[src/pss_pkg.sv]
// package of shared constants and types for the power sequence block
package pss_pkg;
	localparam int unsigned CLK_HZ          = 10000000;
	localparam int unsigned XO_SETTLE_MS    = 5;
	localparam int unsigned XO_SETTLE_CYC   = (CLK_HZ / 1000) * XO_SETTLE_MS;
	localparam int unsigned STEP_GAP_MS     = 0;
	localparam int unsigned STEP_GAP_CYC    = 1;
	localparam int unsigned PIN_COUNT       = 8;
	localparam int unsigned CNT_WIDTH       = 20;
	// pin states of the device side
	typedef enum logic [1:0] {
		PSS_PIN_OFF,
		PSS_PIN_RESET,
		PSS_PIN_DEFAULT,
		PSS_PIN_PROG
	} pss_pin_state_t;
	// host sequencer states
	typedef enum logic [2:0] {
		PSS_HS_OFF,
		PSS_HS_BATT,
		PSS_HS_IO,
		PSS_HS_SETTLE,
		PSS_HS_RUN,
		PSS_HS_DOWN_CORE,
		PSS_HS_DOWN_IO
	} pss_host_state_t;
endpackage

[src/pss_link_if.sv]
// interface joining the host sequencer and the device pin controller
`timescale 1ns/100ps
interface pss_link_if;
	logic battery_supply;
	logic io_supply;
	logic core_power_enable;
	logic hard_reset_low;
	modport host (
		output battery_supply,
		output io_supply,
		output core_power_enable,
		output hard_reset_low
	);
	modport device (
		input  battery_supply,
		input  io_supply,
		input  core_power_enable,
		input  hard_reset_low
	);
endinterface

[src/pss_host_seq.sv]
// host end: drives supplies, core enable and hard reset in order
`timescale 1ns/100ps
module pss_host_seq #(
	parameter int unsigned SETTLE_CYC = pss_pkg::XO_SETTLE_CYC
) (
	input  wire logic ref_clk_in,   // system clock
	input  wire logic rst_b_in,     // sync reset, low
	input  wire logic power_on_in,  // request power up, level
	output logic      running_out,  // device out of reset
	pss_link_if.host  link          // link to the device
);
	pss_pkg::pss_host_state_t state_ff;
	pss_pkg::pss_host_state_t nxt_state;
	logic batt_ff;
	logic io_ff;
	logic en_ff;
	logic rstl_ff;
	logic run_ff;
	logic nxt_batt;
	logic nxt_io;
	logic nxt_en;
	logic nxt_rstl;
	logic nxt_run;
	logic tmr_start;
	logic tmr_done;

	// one set of link levels, kept as named fields
	typedef struct packed {
		logic batt;   // battery rail on
		logic io;     // io rail on
		logic en;     // core enable high
		logic rstl;   // hard reset released
	} pss_lvl_t;

	pss_lvl_t raw_lvl;   // levels chosen by the sequencer
	pss_lvl_t grd_lvl;   // levels after the order clamp

	// settle timer for the crystal oscillator
	pss_delay_timer #(
		.WIDTH (pss_pkg::CNT_WIDTH)
	) u_settle (
		.ref_clk_in (ref_clk_in),
		.rst_b_in   (rst_b_in),
		.start_in   (tmr_start),
		.load_in    (pss_pkg::CNT_WIDTH'(SETTLE_CYC)),
		.done_out   (tmr_done)
	);

	// clamp a level set to the legal power order
	// a rail or enable may only stand on the one below it,
	// so a slip in the state decode can never power the core
	// ahead of its supplies or release reset on a dead core
	function automatic pss_lvl_t order_clamp(input pss_lvl_t lvl);
		pss_lvl_t res;
		res = lvl;
		if (!res.batt) begin
			res.io = 1'b0;
		end
		if (!res.io) begin
			res.en = 1'b0;
		end
		if (!res.en) begin
			res.rstl = 1'b0;
		end
		return res;
	endfunction

	// guarded levels ahead of the output flops
	always_comb begin
		raw_lvl.batt = nxt_batt;
		raw_lvl.io   = nxt_io;
		raw_lvl.en   = nxt_en;
		raw_lvl.rstl = nxt_rstl;
		grd_lvl      = order_clamp(raw_lvl);
	end

	// sequencing decisions
	always_comb begin
		nxt_state = state_ff;
		nxt_batt  = batt_ff;
		nxt_io    = io_ff;
		nxt_en    = en_ff;
		nxt_rstl  = rstl_ff;
		tmr_start = 1'b0;
		case (state_ff)
			pss_pkg::PSS_HS_OFF: begin
				nxt_rstl = 1'b0;
				nxt_en   = 1'b0;
				if (power_on_in) begin
					nxt_batt  = 1'b1;
					nxt_state = pss_pkg::PSS_HS_BATT;
				end
			end
			pss_pkg::PSS_HS_BATT: begin
				nxt_io    = 1'b1;
				nxt_state = pss_pkg::PSS_HS_IO;
			end
			pss_pkg::PSS_HS_IO: begin
				nxt_en    = 1'b1;
				tmr_start = 1'b1;
				nxt_state = pss_pkg::PSS_HS_SETTLE;
			end
			pss_pkg::PSS_HS_SETTLE: begin
				if (!power_on_in) begin
					nxt_en    = 1'b0;
					nxt_state = pss_pkg::PSS_HS_DOWN_CORE;
				end else if (tmr_done) begin
					nxt_rstl  = 1'b1;
					nxt_state = pss_pkg::PSS_HS_RUN;
				end
			end
			pss_pkg::PSS_HS_RUN: begin
				if (!power_on_in) begin
					nxt_en    = 1'b0;
					nxt_rstl  = 1'b0;
					nxt_state = pss_pkg::PSS_HS_DOWN_CORE;
				end
			end
			pss_pkg::PSS_HS_DOWN_CORE: begin
				nxt_rstl  = 1'b0;
				nxt_io    = 1'b0;
				nxt_state = pss_pkg::PSS_HS_DOWN_IO;
			end
			pss_pkg::PSS_HS_DOWN_IO: begin
				nxt_batt  = 1'b0;
				nxt_state = pss_pkg::PSS_HS_OFF;
			end
			default: begin
				nxt_state = pss_pkg::PSS_HS_OFF;
			end
		endcase
	end

	always_ff @(posedge ref_clk_in) begin
		if (!rst_b_in) begin
			state_ff <= pss_pkg::PSS_HS_OFF;
			batt_ff  <= 1'b0;
			io_ff    <= 1'b0;
			en_ff    <= 1'b0;
			rstl_ff  <= 1'b0;
		end else begin
			state_ff <= nxt_state;
			batt_ff  <= grd_lvl.batt;
			io_ff    <= grd_lvl.io;
			en_ff    <= grd_lvl.en;
			rstl_ff  <= grd_lvl.rstl;
		end
	end

	// running flag group
	// drops on the same edge as enable and reset on power down
	// run only while held up
	always_comb begin
		nxt_run = 1'b0;
		if (state_ff == pss_pkg::PSS_HS_RUN) begin
			nxt_run = power_on_in;
		end
	end

	// running flag register
	always_ff @(posedge ref_clk_in) begin
		if (!rst_b_in) begin
			run_ff <= 1'b0;
		end else begin
			run_ff <= nxt_run;
		end
	end

	// link drive
	assign link.battery_supply    = batt_ff;
	assign link.io_supply         = io_ff;
	assign link.core_power_enable = en_ff;
	assign link.hard_reset_low    = rstl_ff;
	assign running_out            = run_ff;
endmodule

[src/pss_delay_timer.sv]
// one-shot cycle counter used for the settle delay
`timescale 1ns/100ps
module pss_delay_timer #(
	parameter int unsigned WIDTH = 20
) (
	input  wire logic             ref_clk_in,   // system clock
	input  wire logic             rst_b_in,     // sync reset, low
	input  wire logic             start_in,     // load count
	input  wire logic [WIDTH-1:0] load_in,      // cycles to wait
	output logic                  done_out      // count reached zero
);
	logic [WIDTH-1:0] cnt_ff;
	logic [WIDTH-1:0] nxt_cnt;
	logic             done_ff;
	logic             nxt_done;

	// count down after a load
	always_comb begin
		nxt_cnt  = cnt_ff;
		nxt_done = done_ff;
		if (start_in) begin
			nxt_cnt  = load_in;
			nxt_done = 1'b0;
		end else if (cnt_ff != '0) begin
			nxt_cnt  = cnt_ff - 1'b1;
			nxt_done = (cnt_ff == {{(WIDTH-1){1'b0}}, 1'b1});
		end
	end

	// register stage
	always_ff @(posedge ref_clk_in) begin
		if (!rst_b_in) begin
			cnt_ff  <= '0;
			done_ff <= 1'b0;
		end else begin
			cnt_ff  <= nxt_cnt;
			done_ff <= nxt_done;
		end
	end

	assign done_out = done_ff;
endmodule

[src/flat_wrapper.sv]
// flat-port wrapper written by rule: the top's interface ports become plain ports
module pss_host_seq_flat 
#(
	parameter int unsigned SETTLE_CYC = pss_pkg::XO_SETTLE_CYC
)
  (ref_clk_in, rst_b_in, power_on_in, running_out, link_battery_supply, link_io_supply, link_core_power_enable, link_hard_reset_low);
  pss_link_if link_i ();
  input  wire logic ref_clk_in;
  input  wire logic rst_b_in;
  input  wire logic power_on_in;
  output logic running_out;
  output wire logic [$bits(link_i.battery_supply)-1:0] link_battery_supply;
  output wire logic [$bits(link_i.io_supply)-1:0] link_io_supply;
  output wire logic [$bits(link_i.core_power_enable)-1:0] link_core_power_enable;
  output wire logic [$bits(link_i.hard_reset_low)-1:0] link_hard_reset_low;
  assign link_battery_supply = link_i.battery_supply;
  assign link_io_supply = link_i.io_supply;
  assign link_core_power_enable = link_i.core_power_enable;
  assign link_hard_reset_low = link_i.hard_reset_low;
  pss_host_seq #(.SETTLE_CYC(SETTLE_CYC)) u_core (.ref_clk_in(ref_clk_in), .rst_b_in(rst_b_in), .power_on_in(power_on_in), .running_out(running_out), .link(link_i));
endmodule
[config.mk]
export PLATFORM = sky130hd
export DESIGN_NAME = pss_host_seq_flat
export DESIGN_NICKNAME = d
export VERILOG_FILES = /design/src/pss_pkg.sv /design/src/pss_link_if.sv /design/src/pss_host_seq.sv /design/src/pss_delay_timer.sv /design/src/flat_wrapper.sv
export SDC_FILE = /design/constraint.sdc
export NUM_CORES = 1
export LEC_CHECK = 0
export ABC_AREA = 1
export BUFFER_PORTS_ARGS = -buffer_cell sky130_fd_sc_hd__buf_4
export CORE_UTILIZATION = 38
export CTS_CLUSTER_SIZE = 12
export DETAILED_ROUTE_END_ITERATION = 6
export PLACE_DENSITY = 0.52
export SLEW_MARGIN = 20
export SYNTH_ARGS = -nofsm -noshare
export SYNTH_HDL_FRONTEND = slang
export SYNTH_HIERARCHICAL = 1
export SYNTH_SLANG_ARGS = --single-unit
export TNS_END_PERCENT = 50
[constraint.sdc]
create_clock -name ref_clk_in -period 2.6 [get_ports ref_clk_in]
set_input_delay 0.13 -clock ref_clk_in [delete_from_list [all_inputs] [get_ports ref_clk_in]]
set_output_delay 0.13 -clock ref_clk_in [all_outputs]
set_load 0.01 [all_outputs]
==> impl_summary.txt, run 1 <==
----------------------------------------------------
[Global routing]
  Via count of the first global-routing pass ... 1609
  GRT Overall Usage ... 0.1757
  Total overflow reported by the global router ... 0
  First-pass GRT wire length ... 7348 microns
  Pin count of the biggest net entering global routing ... 22
  Number of antenna violations at the first check in global routing ... 0

[Synthesis]
  Area of the mapped netlist ... 2029 sq um
  Cell type with the highest aggregate area in the netlist ... dfxtp_1
  Share of synthesized cell area in full adder, half adder and majority cells ... 0.01850
  Share of the synthesized area in compound gates (AO/OA/AOI/OAI) ... 0.1097
  Average cell area after synthesis ... 6.856 sq um
  Gate Count Post-Synth ... 296
  Synthesis Warnings ... 6
  Main combinational cell family by area after synthesis ... simple AND/OR/NAND/NOR gates
  Post-synthesis xor/xnor area fraction ... 0.03021
  Share of cell area taken by muxes after synthesis ... 0
  Synth top area cells ... dfxtp_1 (29%), nand2_1 (14%), nor2_1 (7.2%)
  Area fraction of the dominant cell type after synthesis ... 0.2861
  Simple-gate portion of the synthesized area ... 0.4414
  Register bit total from synthesis ... 29
  Unique cell type count in the Yosys netlist ... 36
  Proportion of synthesized chip area in sequential cells ... 0.2861

[Clocking]
  Post-cts hold buffer count ... 0
  Count of H-tree levels built during CTS ... 2
  Clk Tree Root Cell ... clkbuf_8
  Post-CTS Resized ... 0
  Inserted Clock Buffers ... 5
  CTS tree ... built
  Post-CTS setup buffer count ... 0
  Clock latency of the later-clocked register in the worst-skew pair ... 280 ps
  Register clock-pin slew on the reported worst setup and hold paths ... 70 ps
  CTS Sinks ... 29
  Worst-case clock buffer depth ... 2

[Cells and area]
  Net count, final ... 329
  Number of standard cells in the layout, taps in and fillers out ... 394
  Area of the multi-input gates ... 1292 sq um
  Most common cell after layout, fill and taps aside ... nand2_1
  Share of post-route cells with drive strength above 1 ... 0.1944
  Antenna Diode Count ... 0
  Register Area ... 580.6 sq um
  Area growth syn-to-layout ... 10.97%
  Final Util ... 0.4382
  Most frequent cells in the layout ... nand2_1 (78), nor2_1 (39), inv_1 (34)
  Layout filler cell count ... 601

[Detailed routing]
  Post-DRT Antenna Nets ... 0
  Avg Vias per Cell ... 4.406
  Post-Route WL ... 4299 microns
  Drt drc ... 0
  Final routed wire length divided by cell count ... 10.91 microns
  Via count ... 1736
  Iteration-0 DRC Markers ... 65
  Met2 wire len ... 1884 microns
  Met1 layer wirelength in the final routing ... 2278 microns
  Routed length on met3 ... 86 microns
  Top routing layer in use ... met4
  Length of the first detailed-routing pass in iterations ... 4

[Place]
  Routability congestion estimate from global placement ... 0.7920
  Cell count after placement ... 386
  Half-perimeter wire length after placement ... 3286 microns
  Number of port buffers ... 7

[STA]
  Maximum achievable frequency ... 0.6211 GHz
  Endpoints failing hold ... 0
  Worst slew pin tran ... 870.7 ps
  Final min period ... 1610 ps
  Worst hold slack ... 144.3 ps
  Setup violation total in the final timing report ... 0
  Worst max-slew margin expressed relative to the limit ... 0.4189
  Post-route setup TNS ... 0 ps
  Final worst path period share ... 0.6193
  RSZ-0062 raised after global routing ... false
  Number of pins exceeding their max-slew limit in the final report ... 0
  Final worst clock skew ... 5.102 ps

[Die]
  I/O Pins ... 8
  Area enclosed by the die boundary ... 5637 sq um
  Initial standard-cell utilization of the core ... 0.3948
  Die height ... 75.08 microns
  Number of standard-cell rows in the floorplan ... 26
  Total core area ... 5140 sq um
  Die Width ... 75.08 microns

[Power]
  Leakage ... 1.077 nW
  Total power density per cell area ... 1386 nW/um^2
  Worst vdd ir ... 0.4436 mV

[Hold path]
  Hold/Removal Path Class ... input port to flop

[Setup path]
  Launching element type of the critical path ... flop
  Worst setup path category ... flop to flop
  Arrival time of the worst setup path ... 1810 ps
  CP Capture Type ... flop
  Maximum net fanout on the critical path ... 12
  Required time of the critical path ... 2800 ps

[Run]
  Maxcap violations ... 0

[Status]
  Run status ... finished, final reports clean

----------------------------------------------------
==> power by group <==
group / switching [mW] / internal (mW) / total [mW]
Clock: 0.174 / 0.185 / 0.359
Combinational: 1.28 / 0.707 / 1.99
Sequential: 0.174 / 0.600 / 0.773
==> per-stage QoR <==
| step | worst slack [ps] | cell area [sq um] | power [mW] |
|---|---|---|---|
| after floorplan | 1183 | 2097 | 2.465 |
| after global placement | 1045 | 2170 | 2.780 |
| after detailed placement | 984.6 | 2170 | 2.780 |
| after CTS | 954.6 | 2252 | 3.156 |
| after global routing | 820.4 | 2252 | 3.455 |
| final | 989.9 | 2252 | 3.121 |
==> flip-flops by register name, summed over array words and instances, names as in the netlist <==
signal,count
u_core/running_out,1
u_core/link.core_power_enable,1
u_core/link.io_supply,1
u_core/link.battery_supply,1
u_core/link.hard_reset_low,1
u_core/u_settle/cnt_ff,20
u_core/u_settle/done_out,1
u_core/state_ff,3
==> logic make-up (layout without fill, tap and decap cells) <==
kind of cell             after synthesis  in the layout
AND/OR/NAND/NOR                      177            177
buffers and inverters                 45             55
AO/OA/AOI/OAI                         33             33
flip-flops                            29             29
XOR/XNOR                               7              7
adder cells (fa/ha/maj)                3              3
other                                  2             20
==> critical path, cell delays in order, from the launching register on <==
cell,delay [ps]
dfxtp_1,510
nor2_4,90
nand2_1,110
inv_1,60
inv_1,220
nand2_4,100
inv_4,220
nand2_1,80
a21oi_1,130
==> cell usage after synthesis (all sizes together) <==
library cell / count
xnor2: 1
nand2: 94
nand3b: 5
a211oi: 1
dfxtp: 29
nor3: 3
conb: 2
ha: 3
nand4: 5
a21oi: 20
nor2: 52
o211ai: 1
dlygate4sd1: 1
xor2: 6
clkbuf: 2
nand3: 18
inv: 38
buf: 3
clkinv: 1
o22ai: 1
o21ai: 8
o2111ai: 1
a31oi: 1
==> final timing paths <==
check / start / to / slack [ps] / depth (start not counted)
hold reg to reg: u_core/u_settle/cnt_ff[1] / u_core/u_settle/cnt_ff[1] / 470 / 2
hold / removal: rst_b_in / u_core/u_settle/cnt_ff[17] / 140 / 3
setup reg to reg: u_core/state_ff[2] / u_core/u_settle/cnt_ff[11] / 990 / 8
setup / recovery: u_core/state_ff[2] / u_core/u_settle/cnt_ff[11] / 990 / 8
==> layer usage <==
| layer | vias up | track usage |
|---|---|---|
| met2 | 8 | 0.2903 |
| li1 | 956 | - |
| met1 | 767 | 0.2266 |
| met3 | 5 | 0.04016 |
| met4 | 0 | 0.05660 |
| met5 | - | 0 |
==> final cells by class <==
type                            instances  share of cell area
Timing Repair Buffer                    8             0.02667
Clock inverter                          2            0.004444
Inverter                               39             0.06611
Sequential cell                        29              0.2578
Tap cell                               70             0.03889
Clock buffer                            6             0.03222
Multi-Input combinational cell        240              0.5739
No activity file was read; power rests on OpenSTA's default activity.
==> run 2: changes to the inputs <==
- PLACE_DENSITY: 0.52 -> 0.54
- clock period: 2.6 -> 1.42 ns (I/O delays scaled with it)
==> impl_summary.txt, run 2 (same netlist as run 1, synthesis figures left out) <==
----------------------------------------------------
[Setup path]
  Launching element type of the critical path ... flop
  CP Capture Type ... flop
  Arrival time of the worst setup path ... 1560 ps
  Reg2reg path depth ... 8
  Maximum net fanout on the critical path ... 6
  Worst setup path category ... flop to flop
  Required time of the critical path ... 1630 ps

[Clocking]
  Worst-case clock buffer depth ... 2
  Count of H-tree levels built during CTS ... 2
  Clk Tree Root Cell ... clkbuf_8
  CTS tree ... built
  CTS Sinks ... 29
  Post-cts hold buffer count ... 0
  Register clock-pin slew on the reported worst setup and hold paths ... 70 ps
  Clock latency of the later-clocked register in the worst-skew pair ... 290 ps
  Inserted Clock Buffers ... 5

[Global routing]
  Pin count of the biggest net entering global routing ... 22
  First-pass GRT wire length ... 7900 microns
  GRT Overall Usage ... 0.1914
  Total overflow reported by the global router ... 0
  Via count of the first global-routing pass ... 1753
  Number of antenna violations at the first check in global routing ... 0

[Die]
  Number of standard-cell rows in the floorplan ... 26
  Total core area ... 5140 sq um
  Die Width ... 75.08 microns
  I/O Pins ... 8
  Die height ... 75.08 microns
  Area enclosed by the die boundary ... 5637 sq um
  Initial standard-cell utilization of the core ... 0.3948

[Status]
  Run status ... finished, final reports clean

[Cells and area]
  Most frequent cells in the layout ... nand2_1 (77), buf_4 (31), nor2_1 (29)
  Share of post-route cells with drive strength above 1 ... 0.3276
  Top Registers ... u_core/u_settle/cnt_ff: 20 flops, u_core/state_ff: 3 flops
  Antenna Diode Count ... 0
  Final Util ... 0.4976
  Most common cell after layout, fill and taps aside ... nand2_1
  Number of standard cells in the layout, taps in and fillers out ... 418
  Final Cell Area ... 2557 sq um
  Area growth syn-to-layout ... 26.02%
  Flip-flop count of the largest register, all copies and words added ... 20
  Register with the highest flop count ... u_core/u_settle/cnt_ff
  Net count, final ... 353

[STA]
  Number of pins exceeding their max-slew limit in the final report ... 0
  Final min period ... 1343 ps
  Endpoints failing hold ... 0
  Final worst clock skew ... 6.180 ps
  Final worst path period share ... 0.9455
  Maximum achievable frequency ... 0.7449 GHz
  Post-route setup TNS ... 0 ps
  Setup violation total in the final timing report ... 0
  Worst hold slack ... 56.63 ps
  RSZ-0062 raised after global routing ... true

[Detailed routing]
  Post-DRT Antenna Nets ... 0
  Final routed wire length divided by cell count ... 11.04 microns
  Length of the first detailed-routing pass in iterations ... 4
  Iteration-0 DRC Markers ... 103
  Via count ... 1850
  Post-Route WL ... 4613 microns
  Avg Vias per Cell ... 4.426
  Drt drc ... 0

[Power]
  Leakage ... 1.217 nW
  Worst vdd ir ... 1.062 mV
  Total power density per cell area ... 2652 nW/um^2

[Place]
  Number of port buffers ... 7
  Placed instance area ... 2320 sq um
  Routability congestion estimate from global placement ... 0.8090
  Half-perimeter wire length after placement ... 3547 microns
  Cell count after placement ... 406

[Hold path]
  Worst hold path cell count ... 3
  Hold/Removal Path Class ... input port to flop

[Run]
  Maxcap violations ... 0

----------------------------------------------------
## run 2: changes by cell type in the layout (fill, tap and decap cells not counted), sizes merged
cell	delta
buf	+24
bufinv	+1
clkbuf	+1
clkinv	-2
## run 2: power breakdown
group / internal [mW] / switching, mW / leakage, nW
registers: 1.11 / 0.310 / 0.240
logic: 1.80 / 2.65 / 0.919
clock network: 0.572 / 0.339 / 0.0585
## run 2: cell type report
type | instances | area (sq um)
timing repair buffer | 32 | 244.0
inverter | 39 | 153.9
sequential | 29 | 588.1
clock inverter | 1 | 30.03
tap | 70 | 87.58
multi-input combinational | 240 | 1368
clock buffer | 7 | 86.33
fill | 559 | 2582
## run 2: repair_timing
| item | CTS | global route |
|---|---|---|
| buffers inserted | 0 | 4 |
| setup endpoints to repair | 3 | 21 |
| gates resized for setup | 1 | 35 |
| endpoints found under the hold margin | 0 | 0 |
| pin swaps | 0 | 7 |
## run 2: path summary, 6_finish.rpt
path / startpoint / slack, ps / to
worst max-delay path: u_core/u_settle/cnt_ff[1] / 80 / u_core/u_settle/cnt_ff[11]
worst min-delay path: rst_b_in / 60 / u_core/u_settle/cnt_ff[17]
worst max register to register: u_core/u_settle/cnt_ff[1] / 80 / u_core/u_settle/cnt_ff[11]
worst min register to register: u_core/u_settle/cnt_ff[1] / 460 / u_core/u_settle/cnt_ff[1]
## run 2: critical path, cell delays in order (launching register included)
cell	delay, ps
dfxtp_2	320
inv_2	100
nand3_2	110
buf_4	170
nor2_4	150
nand2_1	90
xor2_1	130
nand2_1	60
a21oi_1	140
## run 2: metrics by stage
step                setup WS (ps)  power, mW
floorplan                   2.910      4.513
finish                      77.45      6.783
global placement            29.16      5.407
CTS                        0.2075      6.371
global route               -47.75      7.444
detailed placement         -1.792      5.418
## run 2: layer usage
| metal | track usage | vias to the layer above | share of wire |
|---|---|---|---|
| met5 | 0 | - | 0 |
| met4 | 0.07547 | 0 | 0.019 |
| met3 | 0.04953 | 9 | 0.031 |
| met2 | 0.3163 | 19 | 0.48 |
| met1 | 0.2378 | 819 | 0.47 |
| li1 | - | 1003 | - |
==> run 3: changes to the inputs <==
- CELL_PAD_IN_SITES_DETAIL_PLACEMENT: unset -> 0
- CELL_PAD_IN_SITES_GLOBAL_PLACEMENT: unset -> 1
- PLACE_DENSITY: 0.54 -> 0.71
==> impl_summary.txt, run 3 (same netlist as run 1, synthesis figures left out) <==
----------------------------------------------------
[Status]
  Run status ... finished, final reports clean

[Power]
  Proportion of power drawn by combinational gates ... 0.682
  Switching pwr ... 3.333 mW
  Total power density per cell area ... 2609 nW/um^2
  Leakage ... 1.194 nW
  Sequential Power Share ... 0.214
  Worst vdd ir ... 1.093 mV
  Part of the total power dissipated in the clock network ... 0.103
  Switching fraction of total power ... 0.5061
  Internal power ... 3.253 mW

[Cells and area]
  Most common cell after layout, fill and taps aside ... nand2_1
  Area of the multi-input gates ... 1393 sq um
  Register Area ... 585.6 sq um
  Layout filler cell count ... 556
  Top Registers ... u_core/u_settle/cnt_ff: 20 flops, u_core/state_ff: 3 flops
  Net count, final ... 350
  Share of post-route cells with drive strength above 1 ... 0.3140
  Most frequent cells in the layout ... nand2_1 (75), inv_1 (30), buf_4 (28), nor2_1 (28), dfxtp_1 (25)
  Register with the highest flop count ... u_core/u_settle/cnt_ff
  Antenna Diode Count ... 0
  Area growth syn-to-layout ... 24.41%
  Flip-flop count of the largest register, all copies and words added ... 20

[Setup path]
  Worst setup path category ... flop to flop
  Launching element type of the critical path ... flop
  R2r setup slk ... 80 ps
  Arrival time of the worst setup path ... 1490 ps
  Required time of the critical path ... 1570 ps
  CP Capture Type ... flop
  Maximum net fanout on the critical path ... 12

[Detailed routing]
  Avg Vias per Cell ... 4.444
  Post-DRT Antenna Nets ... 0
  Post-Route WL ... 4763 microns
  Final routed wire length divided by cell count ... 11.50 microns
  Via count ... 1840
  Length of the first detailed-routing pass in iterations ... 4
  Drt drc ... 0
  Iteration-0 DRC Markers ... 85

[Clocking]
  Count of H-tree levels built during CTS ... 2
  Clk Tree Root Cell ... clkbuf_8
  CTS Sinks ... 29
  Worst-case clock buffer depth ... 2
  Post-cts hold buffer count ... 0
  Register clock-pin slew on the reported worst setup and hold paths ... 60 ps
  Clock latency of the later-clocked register in the worst-skew pair ... 280 ps
  CTS tree ... built
  Inserted Clock Buffers ... 5

[STA]
  Post-route setup TNS ... 0 ps
  Number of pins exceeding their max-slew limit in the final report ... 0
  Final worst clock skew ... 3.830 ps
  RSZ-0062 raised after global routing ... true
  Setup violation total in the final timing report ... 0
  Maximum achievable frequency ... 0.7479 GHz
  Worst hold slack ... 56.09 ps
  Endpoints failing hold ... 0
  Final min period ... 1337 ps
  Final worst path period share ... 0.9416

[Global routing]
  Number of antenna violations at the first check in global routing ... 0
  Pin count of the biggest net entering global routing ... 22
  Via count of the first global-routing pass ... 1631
  GRT Overall Usage ... 0.1922
  Total overflow reported by the global router ... 0
  First-pass GRT wire length ... 7928 microns

[Die]
  Area enclosed by the die boundary ... 5637 sq um
  Initial standard-cell utilization of the core ... 0.3948
  Number of standard-cell rows in the floorplan ... 26
  Total core area ... 5140 sq um
  Die height ... 75.08 microns
  Die Width ... 75.08 microns
  I/O Pins ... 8

[Run]
  Maxcap violations ... 0

[Place]
  Number of port buffers ... 7
  Routability congestion estimate from global placement ... 0.8275
  Half-perimeter wire length after placement ... 3696 microns

[Hold path]
  Hold/Removal Path Class ... input port to flop

----------------------------------------------------
[run 3: final timing paths]
kind,from,end,cells past startpoint
min reg2reg,u_core/u_settle/cnt_ff[1],u_core/u_settle/cnt_ff[1],2
min,rst_b_in,u_core/u_settle/cnt_ff[17],3
max reg2reg,u_core/u_settle/cnt_ff[0],u_core/u_settle/cnt_ff[19],9
max,u_core/u_settle/cnt_ff[0],u_core/u_settle/cnt_ff[19],9
[run 3: cell type report]
type | instances | area share
clock buffers | 7 | 0.03419
flip-flops and latches | 29 | 0.2319
repair buffers | 29 | 0.08771
inverters | 39 | 0.05996
well taps | 70 | 0.03469
multi-input cells | 240 | 0.5515
[run 3: timing repair]
item                                    in CTS  in global routing
hold endpoints to repair                     0                  0
resized for setup                            3                 32
pin swaps                                    0                  9
endpoints found under the setup margin       2                 20
setup buffers                                0                  2
[run 3: through the flow]
step                      area (sq um)  setup slack [ps]  total power, mW  std cells  utilization
after CTS                         2406             12.45            6.198        412       0.4681
after floorplan                   2097             2.910            4.513        314            -
after global routing              2525            -17.44            7.238        414       0.4912
after global placement            2312             11.56            5.459        405       0.4499
final                             2525             82.93            6.586        414       0.4912
after detailed placement          2312            -6.408            5.449        405       0.4499
[run 3: power by group through the flow]
| stage | clock network, mW | logic, mW | registers, mW |
|---|---|---|---|
| floorplan | 0 | 3.17 | 1.34 |
| global placement | 0 | 4.09 | 1.37 |
| detailed placement | 0 | 4.07 | 1.38 |
| CTS | 0.715 | 4.11 | 1.37 |
| global route | 0.757 | 5.04 | 1.45 |
| finish | 0.680 | 4.49 | 1.41 |
[run 3: worst max-delay path, stage by stage (launching register included)]
cell and delay [ps]:
dfxtp_1 320, inv_2 130, ha_4 160, nand2_2 60
nor2_4 120, nand3_4 90, nand2_4 100, inv_6 90
nand2_1 80, a21oi_1 50
[run 3: metal layers]
| layer | part of all wire | global-route usage |
|---|---|---|
| met3 | 0.035 | 0.04418 |
| met1 | 0.52 | 0.2798 |
| met4 | 0.0065 | 0.04403 |
| met5 | 0 | 0 |
| met2 | 0.44 | 0.2863 |
